`src/rtl/diag_flags_pkg.sv`:
```
// Constants for the sticky diagnostic error flag register
package diag_flags_pkg;
  localparam int          DATA_W        = 16;
  localparam int          FRAME_BITS    = 16;
  localparam int          CNT_W         = 4;
  localparam int          BIT_OVERRUN   = 1;
  localparam int          BIT_FLASH     = 2;
  localparam int          BIT_FRAMING   = 3;
  localparam logic [15:0] FLAGS_RESET   = 16'h0000;
  localparam logic [3:0]  CNT_ZERO      = 4'h0;
  localparam logic [3:0]  CNT_ONE       = 4'h1;
endpackage

```
`src/rtl/sclk_frame_check.sv`:
```
// Counts serial clock edges of a transaction and flags bad framing
`timescale 1ns/1ns
module sclk_frame_check (
  input  wire logic clk,
  input  wire logic rst,
  input  wire logic sclkEdge,
  input  wire logic frameEnd,
  output logic      framingErr
);
  logic [diag_flags_pkg::CNT_W-1:0] count_r;
  logic [diag_flags_pkg::CNT_W-1:0] count_nxt;
  logic                             err_nxt;

  // Counter wraps at the frame size, so a zero count means a whole multiple
  assign count_nxt = frameEnd ? diag_flags_pkg::CNT_ZERO
                   : sclkEdge ? count_r + diag_flags_pkg::CNT_ONE : count_r;
  assign err_nxt   = frameEnd && (count_r != diag_flags_pkg::CNT_ZERO);

  always_ff @(posedge clk) begin
    if (rst) begin
      count_r    <= diag_flags_pkg::CNT_ZERO;
      framingErr <= 1'b0;
    end else begin
      count_r    <= count_nxt;
      framingErr <= err_nxt;
    end
  end

  a_err_after_end: assert property (@(posedge clk) disable iff (rst)
    framingErr
    |-> $past(frameEnd))
    else $error("framing error without frame end");

  a_count_restart: assert property (@(posedge clk) disable iff (rst)
    frameEnd
    |=> count_r == diag_flags_pkg::CNT_ZERO)
    else $error("frame counter not restarted");
endmodule

```
`src/rtl/sticky_diag_error_flags.sv`:
```
// Sticky diagnostic error flag register, clear on read
`timescale 1ns/1ns
module sticky_diag_error_flags (
  input  wire logic        clk,
  input  wire logic        rst,
  input  wire logic        sclkEdge,
  input  wire logic        frameEnd,
  input  wire logic        flashUpdateDone,
  input  wire logic        flashUpdateOk,
  input  wire logic        overrun,
  input  wire logic        flagsRead,
  output logic [15:0]      readData,
  output logic [15:0]      diagnosticErrorFlags
);
  logic        framingErr;
  logic [15:0] flags_r;
  logic [15:0] flags_nxt;
  logic [15:0] events;
  logic        flashFail;
  logic [15:0] usedMask;
  logic [15:0] readData_nxt;
  logic        overrunFlag;
  logic        flashFlag;
  logic        framingFlag;

  sclk_frame_check u_frame (
    .clk        (clk),
    .rst        (rst),
    .sclkEdge   (sclkEdge),
    .frameEnd   (frameEnd),
    .framingErr (framingErr)
  );

  // Flash failure is decoded only while flashUpdateDone is high and flashUpdateOk is low
  assign flashFail = flashUpdateDone && !flashUpdateOk;

  // Named views of the three live flags keep the checks readable
  assign overrunFlag = flags_r[diag_flags_pkg::BIT_OVERRUN];
  assign flashFlag   = flags_r[diag_flags_pkg::BIT_FLASH];
  assign framingFlag = flags_r[diag_flags_pkg::BIT_FRAMING];

  // One slice per flag bit; spare bits have no cause and never latch
  generate
    for (genvar i = 0; i < diag_flags_pkg::DATA_W; i = i + 1) begin : g_bit
      if (i == diag_flags_pkg::BIT_FRAMING) begin : g_framing
        assign events[i]   = framingErr;
        assign usedMask[i] = 1'b1;
      end else if (i == diag_flags_pkg::BIT_FLASH) begin : g_flash
        assign events[i]   = flashFail;
        assign usedMask[i] = 1'b1;
      end else if (i == diag_flags_pkg::BIT_OVERRUN) begin : g_overrun
        assign events[i]   = overrun;
        assign usedMask[i] = 1'b1;
      end else begin : g_spare
        assign events[i]   = 1'b0;
        assign usedMask[i] = 1'b0;
      end

      // Set beats clear, so a live cause re-arms right after the read
      assign flags_nxt[i] = (flags_r[i] && !flagsRead)
                          || events[i];

      a_bit_hold: assert property (@(posedge clk) disable iff (rst)
        flags_r[i] && !flagsRead
        |=> flags_r[i])
        else $error("flag bit dropped without read");

      a_bit_clear: assert property (@(posedge clk) disable iff (rst)
        flagsRead && !events[i]
        |=> !flags_r[i])
        else $error("flag bit not cleared by read");

      a_bit_rearm: assert property (@(posedge clk) disable iff (rst)
        events[i]
        |=> flags_r[i])
        else $error("live cause did not set its flag");

      a_bit_cause: assert property (@(posedge clk) disable iff (rst)
        $rose(flags_r[i])
        |-> $past(events[i]))
        else $error("flag bit set without cause");

      a_bit_capture: assert property (@(posedge clk) disable iff (rst)
        flagsRead
        |=> readData[i] == $past(flags_r[i]))
        else $error("read data bit wrong");
    end
  endgenerate

  assign readData_nxt = flagsRead ? flags_r : readData;

  always_ff @(posedge clk) begin
    if (rst) begin
      flags_r  <= diag_flags_pkg::FLAGS_RESET;
      readData <= diag_flags_pkg::FLAGS_RESET;
    end else begin
      flags_r  <= flags_nxt;
      readData <= readData_nxt;
    end
  end

  // The flags are a register already, so the port needs no extra stage
  assign diagnosticErrorFlags = flags_r;

  // Whole-register behaviour around reads and reset
  a_read_clears: assert property (@(posedge clk) disable iff (rst)
    flagsRead && !overrun && !flashFail && !framingErr
    |=> flags_r == diag_flags_pkg::FLAGS_RESET)
    else $error("flags not cleared by read");

  a_read_returns: assert property (@(posedge clk) disable iff (rst)
    flagsRead
    |=> readData == $past(flags_r))
    else $error("read data wrong");

  a_read_steady: assert property (@(posedge clk) disable iff (rst)
    !flagsRead
    |=> $stable(readData))
    else $error("read data moved without a read");

  a_double_read: assert property (@(posedge clk) disable iff (rst)
    flagsRead ##1 flagsRead
    |=> readData == $past(events, 2))
    else $error("second read lost an event");

  a_spare_zero: assert property (@(posedge clk) disable iff (rst)
    ((flags_r | readData) & ~usedMask)
    == diag_flags_pkg::FLAGS_RESET)
    else $error("spare flag bit set");

  a_reset_clears: assert property (@(posedge clk)
    rst
    |=> flags_r == diag_flags_pkg::FLAGS_RESET
        && readData == diag_flags_pkg::FLAGS_RESET)
    else $error("reset left flags set");

  a_sticky_hold: assert property (@(posedge clk) disable iff (rst)
    !flagsRead
    |=> (flags_r & $past(flags_r)) == $past(flags_r))
    else $error("flag dropped without read");

  // Per-flag set, hold and clear
  a_overrun_sets: assert property (@(posedge clk) disable iff (rst)
    overrun
    |=> overrunFlag)
    else $error("overrun not flagged");

  a_flash_sets: assert property (@(posedge clk) disable iff (rst)
    flashUpdateDone && !flashUpdateOk
    |=> flashFlag)
    else $error("flash failure not flagged");

  a_framing_sets: assert property (@(posedge clk) disable iff (rst)
    framingErr
    |=> framingFlag)
    else $error("framing error not flagged");

  a_overrun_hold: assert property (@(posedge clk) disable iff (rst)
    overrunFlag && !flagsRead
    |=> overrunFlag)
    else $error("overrun flag dropped");

  a_flash_hold: assert property (@(posedge clk) disable iff (rst)
    flashFlag && !flagsRead
    |=> flashFlag)
    else $error("flash flag dropped");

  a_framing_hold: assert property (@(posedge clk) disable iff (rst)
    framingFlag && !flagsRead
    |=> framingFlag)
    else $error("framing flag dropped");

  a_overrun_clear: assert property (@(posedge clk) disable iff (rst)
    flagsRead && !overrun
    |=> !overrunFlag)
    else $error("overrun flag survived read");

  a_flash_clear: assert property (@(posedge clk) disable iff (rst)
    flagsRead && !flashFail
    |=> !flashFlag)
    else $error("flash flag survived read");

  a_framing_clear: assert property (@(posedge clk) disable iff (rst)
    flagsRead && !framingErr
    |=> !framingFlag)
    else $error("framing flag survived read");

  // A cause that persists or coincides with the read is not lost
  a_rearm_cause: assert property (@(posedge clk) disable iff (rst)
    flagsRead ##1 overrun
    |=> overrunFlag)
    else $error("persisting cause not re-flagged");

  a_rearm_flash: assert property (@(posedge clk) disable iff (rst)
    flagsRead ##1 flashFail
    |=> flashFlag)
    else $error("persisting flash failure not re-flagged");

  a_set_wins: assert property (@(posedge clk) disable iff (rst)
    flagsRead && framingErr
    |=> framingFlag)
    else $error("event lost on clearing read");

  a_set_wins_ovr: assert property (@(posedge clk) disable iff (rst)
    flagsRead && overrun
    |=> overrunFlag)
    else $error("overrun lost on clearing read");

  a_set_wins_flash: assert property (@(posedge clk) disable iff (rst)
    flagsRead && flashFail
    |=> flashFlag)
    else $error("flash failure lost on clearing read");

  a_no_spurious: assert property (@(posedge clk) disable iff (rst)
    $rose(overrunFlag)
    |-> $past(overrun))
    else $error("overrun flag without cause");

  a_flash_no_spur: assert property (@(posedge clk) disable iff (rst)
    $rose(flashFlag)
    |-> $past(flashFail))
    else $error("flash flag without cause");

  a_framing_no_spur: assert property (@(posedge clk) disable iff (rst)
    $rose(framingFlag)
    |-> $past(framingErr))
    else $error("framing flag without cause");

  a_frame_latency: assert property (@(posedge clk) disable iff (rst)
    $rose(framingFlag)
    |-> $past(frameEnd, 2))
    else $error("framing flag not two cycles after frame end");
endmodule

```
`config.mk`:
```
export PLATFORM = sky130hd
export DESIGN_NAME = sticky_diag_error_flags
export DESIGN_NICKNAME = d
export VERILOG_FILES = /design/src/rtl/diag_flags_pkg.sv /design/src/rtl/sclk_frame_check.sv /design/src/rtl/sticky_diag_error_flags.sv
export SDC_FILE = /design/constraint.sdc
export NUM_CORES = 1
export LEC_CHECK = 0
export BUFFER_PORTS_ARGS = -buffer_cell sky130_fd_sc_hd__buf_2
export CAP_MARGIN = 10
export CORE_MARGIN = 3
export CORE_UTILIZATION = 30
export CTS_CLUSTER_DIAMETER = 30
export CTS_CLUSTER_SIZE = 10
export DETAILED_ROUTE_END_ITERATION = 6
export GPL_ROUTABILITY_DRIVEN = 1
export PLACE_DENSITY = 0.52
export SYNTH_ARGS = -nofsm -noshare
export SYNTH_HDL_FRONTEND = slang
export SYNTH_HIERARCHICAL = 1
export SYNTH_SLANG_ARGS = --single-unit
```
`constraint.sdc`:
```
create_clock -name clk -period 1.7 [get_ports clk]
set_clock_uncertainty 0.2 [all_clocks]
set_input_delay 0.255 -clock clk [delete_from_list [all_inputs] [get_ports clk]]
set_output_delay 0.255 -clock clk [all_outputs]
set_load 0.005 [all_outputs]
```
**Word level (Yosys, flattened, before mapping)**

Index checks and enable logic that the tools add are counted.

- Add/sub/neg operators: 1
- Reduce and logical (&&, ||, !) cells: 25

Operators with widths:

| cell | number |
|---|---|
| 1-bit logical AND | 18 |
| 4-bit by 1-bit adder with 4-bit output, second input constant | 1 |
| 4-bit nonzero test | 1 |
| 1-bit logical OR | 3 |
| 1-bit zero test | 2 |
| 2-bit OR reduction | 1 |

- Register bits: 37
- Bits of input ports: 8
- Output and inout bits: 32
- Logic and storage cells: 30

**Logic depth before layout (Yosys ltp)**

Gate-level depths: netlist of the first run.

- Depth after elaboration: 3
- Depth in mapped cells: 4
- Gate-level depth less buffers: 4

**Modules after synthesis**

Netlist of the first run, hierarchy kept.

Modules (own cells, without submodules):

| module | times used | cells each | area an instance (um2) | sequential area each (um2) |
|---|---|---|---|---|
| sticky_diag_error_flags | 1 | 92 | 1039.7 | 640.6 |
| sclk_frame_check | 1 | 23 | 231.5 | 100.1 |

**Worst setup path after synthesis of the first run**

Ideal clock, no wire load.

- Kind: reg2reg
- From: register u_frame/count_r[0] in the netlist's numbering
- To: register u_frame/count_r[2] in the netlist's numbering
- Setup time: 86 ps
- Arrival time: 888 ps
- Required time: 1414 ps
- Setup slack: 527 ps
- Cell stages (with the launch flop): 4
- Path buffers: 0
- Period minus slack after synthesis: 1173 ps
- Cell sequence: dfxtp_1 > ha_1 > a21bo_2 > a211oi_1

- Word-level cells in the longest chain between the ends: 1

RTL lines:

| item | line | text |
|---|---|---|
| start, declared | sclk_frame_check.sv:10 | `logic [diag_flags_pkg::CNT_W-1:0] count_r;` |
| start signal, assigned | sclk_frame_check.sv:21 | `count_r <= diag_flags_pkg::CNT_ZERO;` |
| start signal, assigned | sclk_frame_check.sv:24 | `count_r <= count_nxt;` |
| 4-bit by 1-bit adder with 4-bit output | sclk_frame_check.sv:16 | `: sclkEdge ? count_r + diag_flags_pkg::CNT_ONE : count_r;` |

Every way passes these cells.
A chain may end at the register's enable or synchronous reset.

==> impl_metrics.ini, run 1 <==
[cts]
count_of_instances_resized_after_the_clock_tree_is_built = 0
cts_root_buf = clkbuf_8
cts_buffers = 5
tritoncts = yes
clkTransAtPathRegs_ps = 80
numClockSinks = 37
cts.htree.levels = 2
clk_path_buf_depth = 2
clkLatencyLatePin_ps = 280
postCtsSetupRepairBufs = 0
cts_hold_repair.buffers = 2

[global_routing]
antenna_violations_before_repair = 0
grt_start_max_net_pins = 23
grt_first_pass_wirelength_um = 4040
overall_overflow_remaining_after_global_route = 0
grt_pass1_vias = 886
grt_usage_pct = 10.1

[detailed_routing]
post-route-drc-count = 0
totalWireLength_um = 2460
firstDrtPassIters = 4
num_vias = 920
vias_per_cell = 4.36
drt_first_iter_violations = 13
antenna_left = 0
wl_per_cell_um = 11.7

[floorplan]
die-height_um = 71.1
core_area_um2 = 4060
initial_utilization_pct = 31.3
io_pins = 40
fp-row-count = 23
die_area_um2 = 5050
die_w_um = 71.1

[place]
place.port_buffers = 39
place_congestion = 0.732
detailed_place_hpwl_um = 1800

[run_status]
status = complete, no violations

[timing]
period_share_pct = 92.9
timing.final.setup_violations = 0
clock.fmax_mhz = 633
final-hold-violation-count = 0
report.final.slew_viol_count = 0
timing.setup.tns_ps = 0
max-slew-margin-rel_pct = 60.9
post-route-min-period_ps = 1580
rsz_0062_raised_after_global_routing = no
transition_time_at_the_pin_with_the_least_slew_margin_ps = 584

[power]
max-vdd-ir-drop_v = 0.000425
p_comb_share_pct = 3.8
power.clock.fraction_pct = 48.1
power_per_cell_area_nw_per_um2 = 1110
swShare_pct = 18.6
seq_power_share_pct = 48.1
power_total_mw = 1.83
leakagePower_nw = 0.808
power.net_switching_mw = 0.340
internal_power_mw = 1.49

[synthesis]
synth_top_cell_by_area = dfxtp_1
post_synth_simple_gate_area_pct = 17.0
synthesis.nets = 125
synth.lib_cells_used.distinct = 20
synth_most_common_cell = dfxtp_1
ys_seq_elements = 37
synthTopCellsByCount = dfxtp_1, nor2_1, mux2i_1, and2_1, nand2b_1
syn-mean-instance-area_um2 = 11.1
compound_gate_fraction_of_synth_area_pct = 2.95
synth-seq-area-share_pct = 58.3
syn-cell-area_um2 = 1270
post_synth_inst_count = 115
share_of_synthesized_area_spent_on_multiplexers_pct = 14.3
fraction_of_registers_with_async_set_reset_pct = 0
synth_enable_flop_cells = 0
combinational_family_with_the_most_area_after_synthesis = simple AND/OR/NAND/NOR gates
synth_top_cell_area_share_pct = 58.3
post_synth_xor_area_fraction_pct = 0.689
synthFlopType = dfxtp_1
ys_warn_count = 6
synth.top_cells.by_area = dfxtp_1, mux2i_1, and2_1
post_synth_fa_ha_maj_area_fraction_pct = 1.97

[job]
max_cap_viol_count = 0

[setup_path]
endpoint_kind = flop
timing.critical_path.slowest_stage_cell = dlygate4sd3_1
critical_path_required_ps = 1720
crit_path_max_fanout = 13
timing.critical_path.slowest_cell_delay_ps = 530
crit_path_cell_trace = dlygate4sd3_1, buf_2, nor2_1, and2_1
worst_setup_path_start_kind = primary input
buffers_plus_inverters_on_the_worst_setup_path = 2
critical_path.top_delay_family = buffers and inverters
worst_ep_arrival_time_ps = 1600
critical_path_class = in2reg

[hold_path]
hold_path_class = in2reg

[cells_and_area]
num-nets-final = 170
num_antenna_cells = 0
areaGrowthSynthToFinish_pct = 29.9
layout-drive-gt1-share_pct = 31.1
## area by class of cell
class                           instances  area (um^2)
Timing Repair Buffer                   43          230
Clock inverter                          3         65.1
Inverter                                4         15.0
Fill cell                             402         2410
Clock buffer                            5         68.8
Sequential cell                        37          741
Multi-Input combinational cell         69          469
Tap cell                               50         62.6
## flip-flops by register name, indices dropped and copies added (netlist names)
signal	flops
diagnosticErrorFlags	16
readData	16
u_frame/count_r	4
u_frame/framingErr	1
## per-stage QoR
step | area (um^2) | instances | util, % | hold WS, ps | setup WS, ps
floorplan | 1270 | 115 | - | 128 | 527
global placement | 1500 | 201 | 36.9 | 220 | 378
detailed placement | 1500 | 201 | 36.9 | 244 | 360
CTS | 1650 | 211 | 40.7 | 10.3 | 85.2
global route | 1650 | 211 | 40.7 | 30.2 | 50.9
finish | 1650 | 211 | 40.7 | 21.9 | 121
## tightest hold or removal path: stages
cell      delay (ps)
buf_2            100
nand2b_1          60
a21oi_1           50
## routing by layer
layer	routed length (um)	global-route usage (%)	vias to the layer above
li1	-	-	466
met1	1040	11.3	427
met2	1250	17.1	22
met3	144	3.84	5
met4	29	4.38	0
met5	0	0	-
## kinds of logic after synthesis
group / after synthesis
XOR/XNOR: 1
multiplexers: 18
buffers and inverters: 9
flip-flops: 37
AND/OR/NAND/NOR: 42
adder cells (fa/ha/maj): 2
AO/OA/AOI/OAI: 6
## path summary, 6_finish.rpt
kind,slack [ps],from,cells after the start,endpoint
worst min register to register,240,u_frame/framingErr,2,diagnosticErrorFlags[3]
worst max-delay path,120,rst,4,diagnosticErrorFlags[15]
worst min-delay path,20,flashUpdateDone,3,diagnosticErrorFlags[2]
worst max register to register,430,u_frame/count_r[0],3,u_frame/count_r[2]
## power by group through the flow
stage | sequential [mW] | clock [mW] | combinational, mW
after CTS | 0.879 | 0.907 | 0.0719
after global routing | 0.880 | 0.937 | 0.0781
final | 0.879 | 0.880 | 0.0698
after detailed placement | 0.899 | 0 | 0.0680
after global placement | 0.899 | 0 | 0.0661
after floorplan | 0.899 | 0 | 0.0466
## cells in the final DEF (no fill, tap or decap), types with 2 or more instances in the layout
cell type,synthesis,routed
dlygate4sd3_1,0,2
ha_1,2,2
inv_1,4,4
buf_4,0,2
nand2b_1,5,5
and2_1,13,13
clkbuf_8,0,5
a21oi_1,4,4
nor3_1,3,3
nor2_1,18,18
buf_2,2,39
bufinv_16,0,2
dfxtp_1,37,37
mux2i_1,17,17
Power figures use the tool's default switching activity.
==> inputs of run 2 (changes only) <==
Settings changed: SETUP_SLACK_MARGIN set to 0.2.
==> run 2 against run 1 <==
Final cell count did not move. Register-to-register slack about the same. Sequential share of layout area stayed put. Global-route usage unchanged. Cell area stayed put. Total power hardly changed. Clock power about the same. Worst hold slack barely moved. Combinational power barely moved. Fmax increased by 25%. Sequential power is essentially flat. Largest cell class unchanged.
==> impl_metrics.ini, run 2 (synthesis results as in run 1) <==
[cells_and_area]
area.sequential_um2 = 741
num_antenna_cells = 0
post_layout_inst_area_um2 = 1650
final_core_utilization_pct = 40.7
areaGrowthSynthToFinish_pct = 29.9
filler_cell_count = 404
num-nets-final = 170
multiInputGateArea_um2 = 469
layout-drive-gt1-share_pct = 31.1
layout.cells.most_common = buf_2
layoutNonFillerInstCount = 211
most_frequent_cells_in_the_layout = buf_2, dfxtp_1, nor2_1

[floorplan]
core_area_um2 = 4060
initial_utilization_pct = 31.3
die-height_um = 71.1
fp-row-count = 23
io_pins = 40
die_w_um = 71.1
die_area_um2 = 5050

[setup_path]
worst_r2r_endpoint = u_frame/count_r[2]
worst_setup_path_start_kind = flop
regToRegStartpoint = u_frame/count_r[0]
worst-r2r-setup-slack_ps = 430
endpoint_kind = flop
crit_path_max_fanout = 4
crit_path_cell_trace = ha_1, a21bo_2, a211oi_1
timing.critical_path.slowest_cell_delay_ps = 350
worst_ep_arrival_time_ps = 1260
crit_cells = 3
critical_path.top_delay_family = compound AO/OA/AOI/OAI gates
timing.critical_path.slowest_stage_cell = dfxtp_1
critical_path_required_ps = 1690
rr_worst_depth = 3
buffers_plus_inverters_on_the_worst_setup_path = 0
critical_path_class = reg2reg

[detailed_routing]
wl_per_cell_um = 11.6
post-route-drc-count = 0
vias_per_cell = 4.38
firstDrtPassIters = 4
drt_first_iter_violations = 12
totalWireLength_um = 2460
num_vias = 925
antenna_left = 0

[place]
place.port_buffers = 39
placed_cell_area_um2 = 1500
place_congestion = 0.732
numPlacedInstances = 201
detailed_place_hpwl_um = 1800

[cts]
numClockSinks = 37
cts.htree.levels = 2
clkTransAtPathRegs_ps = 80
cts_root_buf = clkbuf_8
cts_buffers = 5
clkLatencyLatePin_ps = 280
tritoncts = yes
clk_path_buf_depth = 2

[power]
power_per_cell_area_nw_per_um2 = 1110
max-vdd-ir-drop_v = 0.000425
leakagePower_nw = 0.808

[timing]
hold_ws_ps = 21.9
max-slew-margin-rel_pct = 61.2
period_share_pct = 74.4
final-hold-violation-count = 0
rsz_0062_raised_after_global_routing = no
timing.setup.tns_ps = 0
transition_time_at_the_pin_with_the_least_slew_margin_ps = 580
clock.fmax_mhz = 790
post-route-min-period_ps = 1270
timing.final.setup_violations = 0
report.final.slew_viol_count = 0

[hold_path]
hold_path_class = in2reg
hold_path.startpoint = flashUpdateDone
worstHoldPathCells = 3
hold-path-endpoint = diagnosticErrorFlags[2]

[run_status]
status = complete, no violations

[job]
max_cap_viol_count = 0

[global_routing]
grt_pass1_vias = 881
grt_start_max_net_pins = 23
grt_first_pass_wirelength_um = 4040
antenna_violations_before_repair = 0
grt_usage_pct = 10.1
overall_overflow_remaining_after_global_route = 0
## run 2: cell counts in the layout (fill, tap and decap cells not counted)
No cell type changed its count.
## run 2: worst register-to-register path, stage by stage (launching register included)
cell,delay [ps]
dfxtp_1,350
ha_1,230
a21bo_2,210
a211oi_1,190
## run 2: through the flow
step | worst slack (ps) | power, mW
after floorplan | 527 | 0.946
after global placement | 378 | 0.965
after detailed placement | 360 | 0.967
after CTS | 433 | 1.86
after global routing | 383 | 1.90
final | 435 | 1.83
## run 2: repair_timing
item,4_1_cts,5_1_grt
hold endpoints to repair,4,0
hold buffers,2,0
gates resized for setup,0,0
setup buffers,0,0
## run 2: per-layer routing
metal	up-vias	global-route usage, %	part of all wire [%]
li1	466	-	-
met1	432	11.3	42
met2	22	17.0	51
met3	5	3.98	6.0
met4	0	4.38	1.2
met5	-	0	0
## run 2: final cells by class
cell class,count,area share (%)
flip-flops and latches,37,44.8
multi-input cells,69,28.4
repair buffers,43,13.9
clock buffers,5,4.17
clock inverters,3,3.94
well taps,50,3.79
inverters,4,0.909
## run 2: how the worst max path moves through the flow
stage	from	end	slack [ps]
floorplan	u_frame/count_r[0]	u_frame/count_r[2]	530
global placement	rst	u_frame/count_r[3]	380
detailed placement	rst	u_frame/count_r[3]	360
CTS	u_frame/count_r[0]	u_frame/count_r[2]	430
global route	u_frame/count_r[0]	u_frame/count_r[2]	380
finish	u_frame/count_r[0]	u_frame/count_r[2]	430
## run 2: report_power, final
part | switching [mW] | leakage (nW) | internal [mW]
combinational | 0.0374 | 0.441 | 0.0324
sequential | 0.00536 | 0.299 | 0.874
clock | 0.297 | 0.0681 | 0.583
==> inputs of run 3 (changes only) <==
Clock period 1.7 ns to 1.2 ns, I/O delays scaled along.
==> run 3 against run 2 <==
The flow now finishes with violations (negative hold slack). First-iteration DRC count increased by 100%. Sequential share of layout area decreased by 2.4 points. Critical path depth unchanged. Combinational power increased by 81%. Die area unchanged. Cell area increased by 12%. Worst hold slack got worse by 83 ps. Fmax increased by 7.4%. Highest routed layer unchanged.
==> impl_metrics.ini, run 3 (synthesis results as in run 1) <==
[timing]
hold_ws_ps = -61.5
clock.fmax_mhz = 849
max-slew-margin-rel_pct = 72.3
timing.setup.tns_ps = 0
transition_time_at_the_pin_with_the_least_slew_margin_ps = 415
final-hold-violation-count = 5
rsz_0062_raised_after_global_routing = yes
report.final.slew_viol_count = 0
period_share_pct = 98.2
timing.final.setup_violations = 0
post-route-min-period_ps = 1180

[power]
power_per_cell_area_nw_per_um2 = 1210
max-vdd-ir-drop_v = 0.000620
leakagePower_nw = 0.895
power_total_mw = 2.23

[detailed_routing]
totalWireLength_um = 2930
firstDrtPassIters = 4
antenna_left = 0
post-route-drc-count = 0
drt_first_iter_violations = 24
wl_per_cell_um = 12.9
num_vias = 996
vias_per_cell = 4.41

[floorplan]
die_area_um2 = 5050
io_pins = 40
fp-row-count = 23
die_w_um = 71.1
core_area_um2 = 4060
initial_utilization_pct = 31.3
die-height_um = 71.1

[global_routing]
grt_first_pass_wirelength_um = 4750
grt_usage_pct = 12.2
grt_start_max_net_pins = 20
overall_overflow_remaining_after_global_route = 0
antenna_violations_before_repair = 0
grt_pass1_vias = 1021

[setup_path]
crit_path_cell_trace = ha_2, a21bo_2, a211oi_2
critical_path.top_delay_family = compound AO/OA/AOI/OAI gates
worst_ep_arrival_time_ps = 1180
endpoint_kind = flop
rr_worst_depth = 3
regToRegStartpoint = u_frame/count_r[0]
worst_r2r_endpoint = u_frame/count_r[2]
timing.critical_path.slowest_stage_cell = dfxtp_2
timing_startpoint_of_the_critical_path = u_frame/count_r[0]
critical_path_class = reg2reg
worst_setup_path_start_kind = flop
crit_cells = 3
timing.critical_path.to = u_frame/count_r[2]
worst-r2r-setup-slack_ps = 20
buffers_plus_inverters_on_the_worst_setup_path = 0
crit_path_max_fanout = 4
timing.critical_path.slowest_cell_delay_ps = 340
critical_path_required_ps = 1200

[run_status]
status = complete, but fails checks
violations = negative hold slack

[cells_and_area]
num_antenna_cells = 0
areaGrowthSynthToFinish_pct = 45.5
num-nets-final = 186
layout.cells.most_common = dfxtp_2
layout-drive-gt1-share_pct = 59.7
most_frequent_cells_in_the_layout = dfxtp_2, buf_2, mux2i_1, nor2_1, buf_4

[place]
place_congestion = 0.651
detailed_place_hpwl_um = 1820
place.port_buffers = 39

[cts]
cts_root_buf = clkbuf_8
clkTransAtPathRegs_ps = 70
tritoncts = yes
clk_path_buf_depth = 2
cts_buffers = 5
cts.htree.levels = 2
cts_hold_repair.buffers = 2
numClockSinks = 37
clkLatencyLatePin_ps = 280

[job]
max_cap_viol_count = 0

[hold_path]
worstHoldPathCells = 2
hold_path_class = in2reg
-- run 3: layer usage --
metal	vias up	GRT usage, %	wire length, um
met5	-	0	0
met1	469	14.0	1260
li1	491	-	-
met2	28	20.4	1440
met4	0	6.68	63
met3	8	3.55	162
-- run 3: how the worst min path moves through the flow --
stage | startpoint | to | slack (ps)
after global placement | u_frame/framingErr | diagnosticErrorFlags[3] | 210
after CTS | frameEnd | u_frame/count_r[0] | -60
after detailed placement | u_frame/framingErr | diagnosticErrorFlags[3] | 220
after global routing | frameEnd | u_frame/count_r[2] | -50
after floorplan | rst | u_frame/count_r[1] | 40
final | frameEnd | u_frame/count_r[2] | -60
-- run 3: power breakdown --
group | switching [mW] | internal, mW
Clock | 0.403 | 0.455
Combinational | 0.0646 | 0.0612
Sequential | 0.00727 | 1.24
Total | 0.475 | 1.76
-- run 3: repair_timing --
item	CTS	global route
endpoints found under the hold margin	6	4
setup buffers	14	1
endpoints found under the setup margin	48	40
resized for setup	33	15
pin swaps	1	2
cloned	0	0
-- run 3: metrics by stage --
| step | instance area (um^2) | utilization (%) | hold slack, ps | cells | worst slack [ps] |
|---|---|---|---|---|---|
| after floorplan | 1280 | - | 43.7 | 115 | 74.0 |
| after global placement | 1520 | 37.3 | 215 | 202 | -14.7 |
| after detailed placement | 1520 | 37.3 | 221 | 202 | -107 |
| after CTS | 1770 | 43.6 | -59.8 | 225 | 22.7 |
| after global routing | 1850 | 45.6 | -49.2 | 226 | -14.2 |
| final | 1850 | 45.6 | -61.5 | 226 | 22.0 |
-- run 3: area by class of cell --
cell class / instances / area, um^2
Inverter: 4 / 15.0
Clock buffer: 7 / 86.3
Sequential cell: 37 / 785
Multi-Input combinational cell: 69 / 487
Fill cell: 403 / 2210
Tap cell: 50 / 62.6
Timing Repair Buffer: 59 / 414
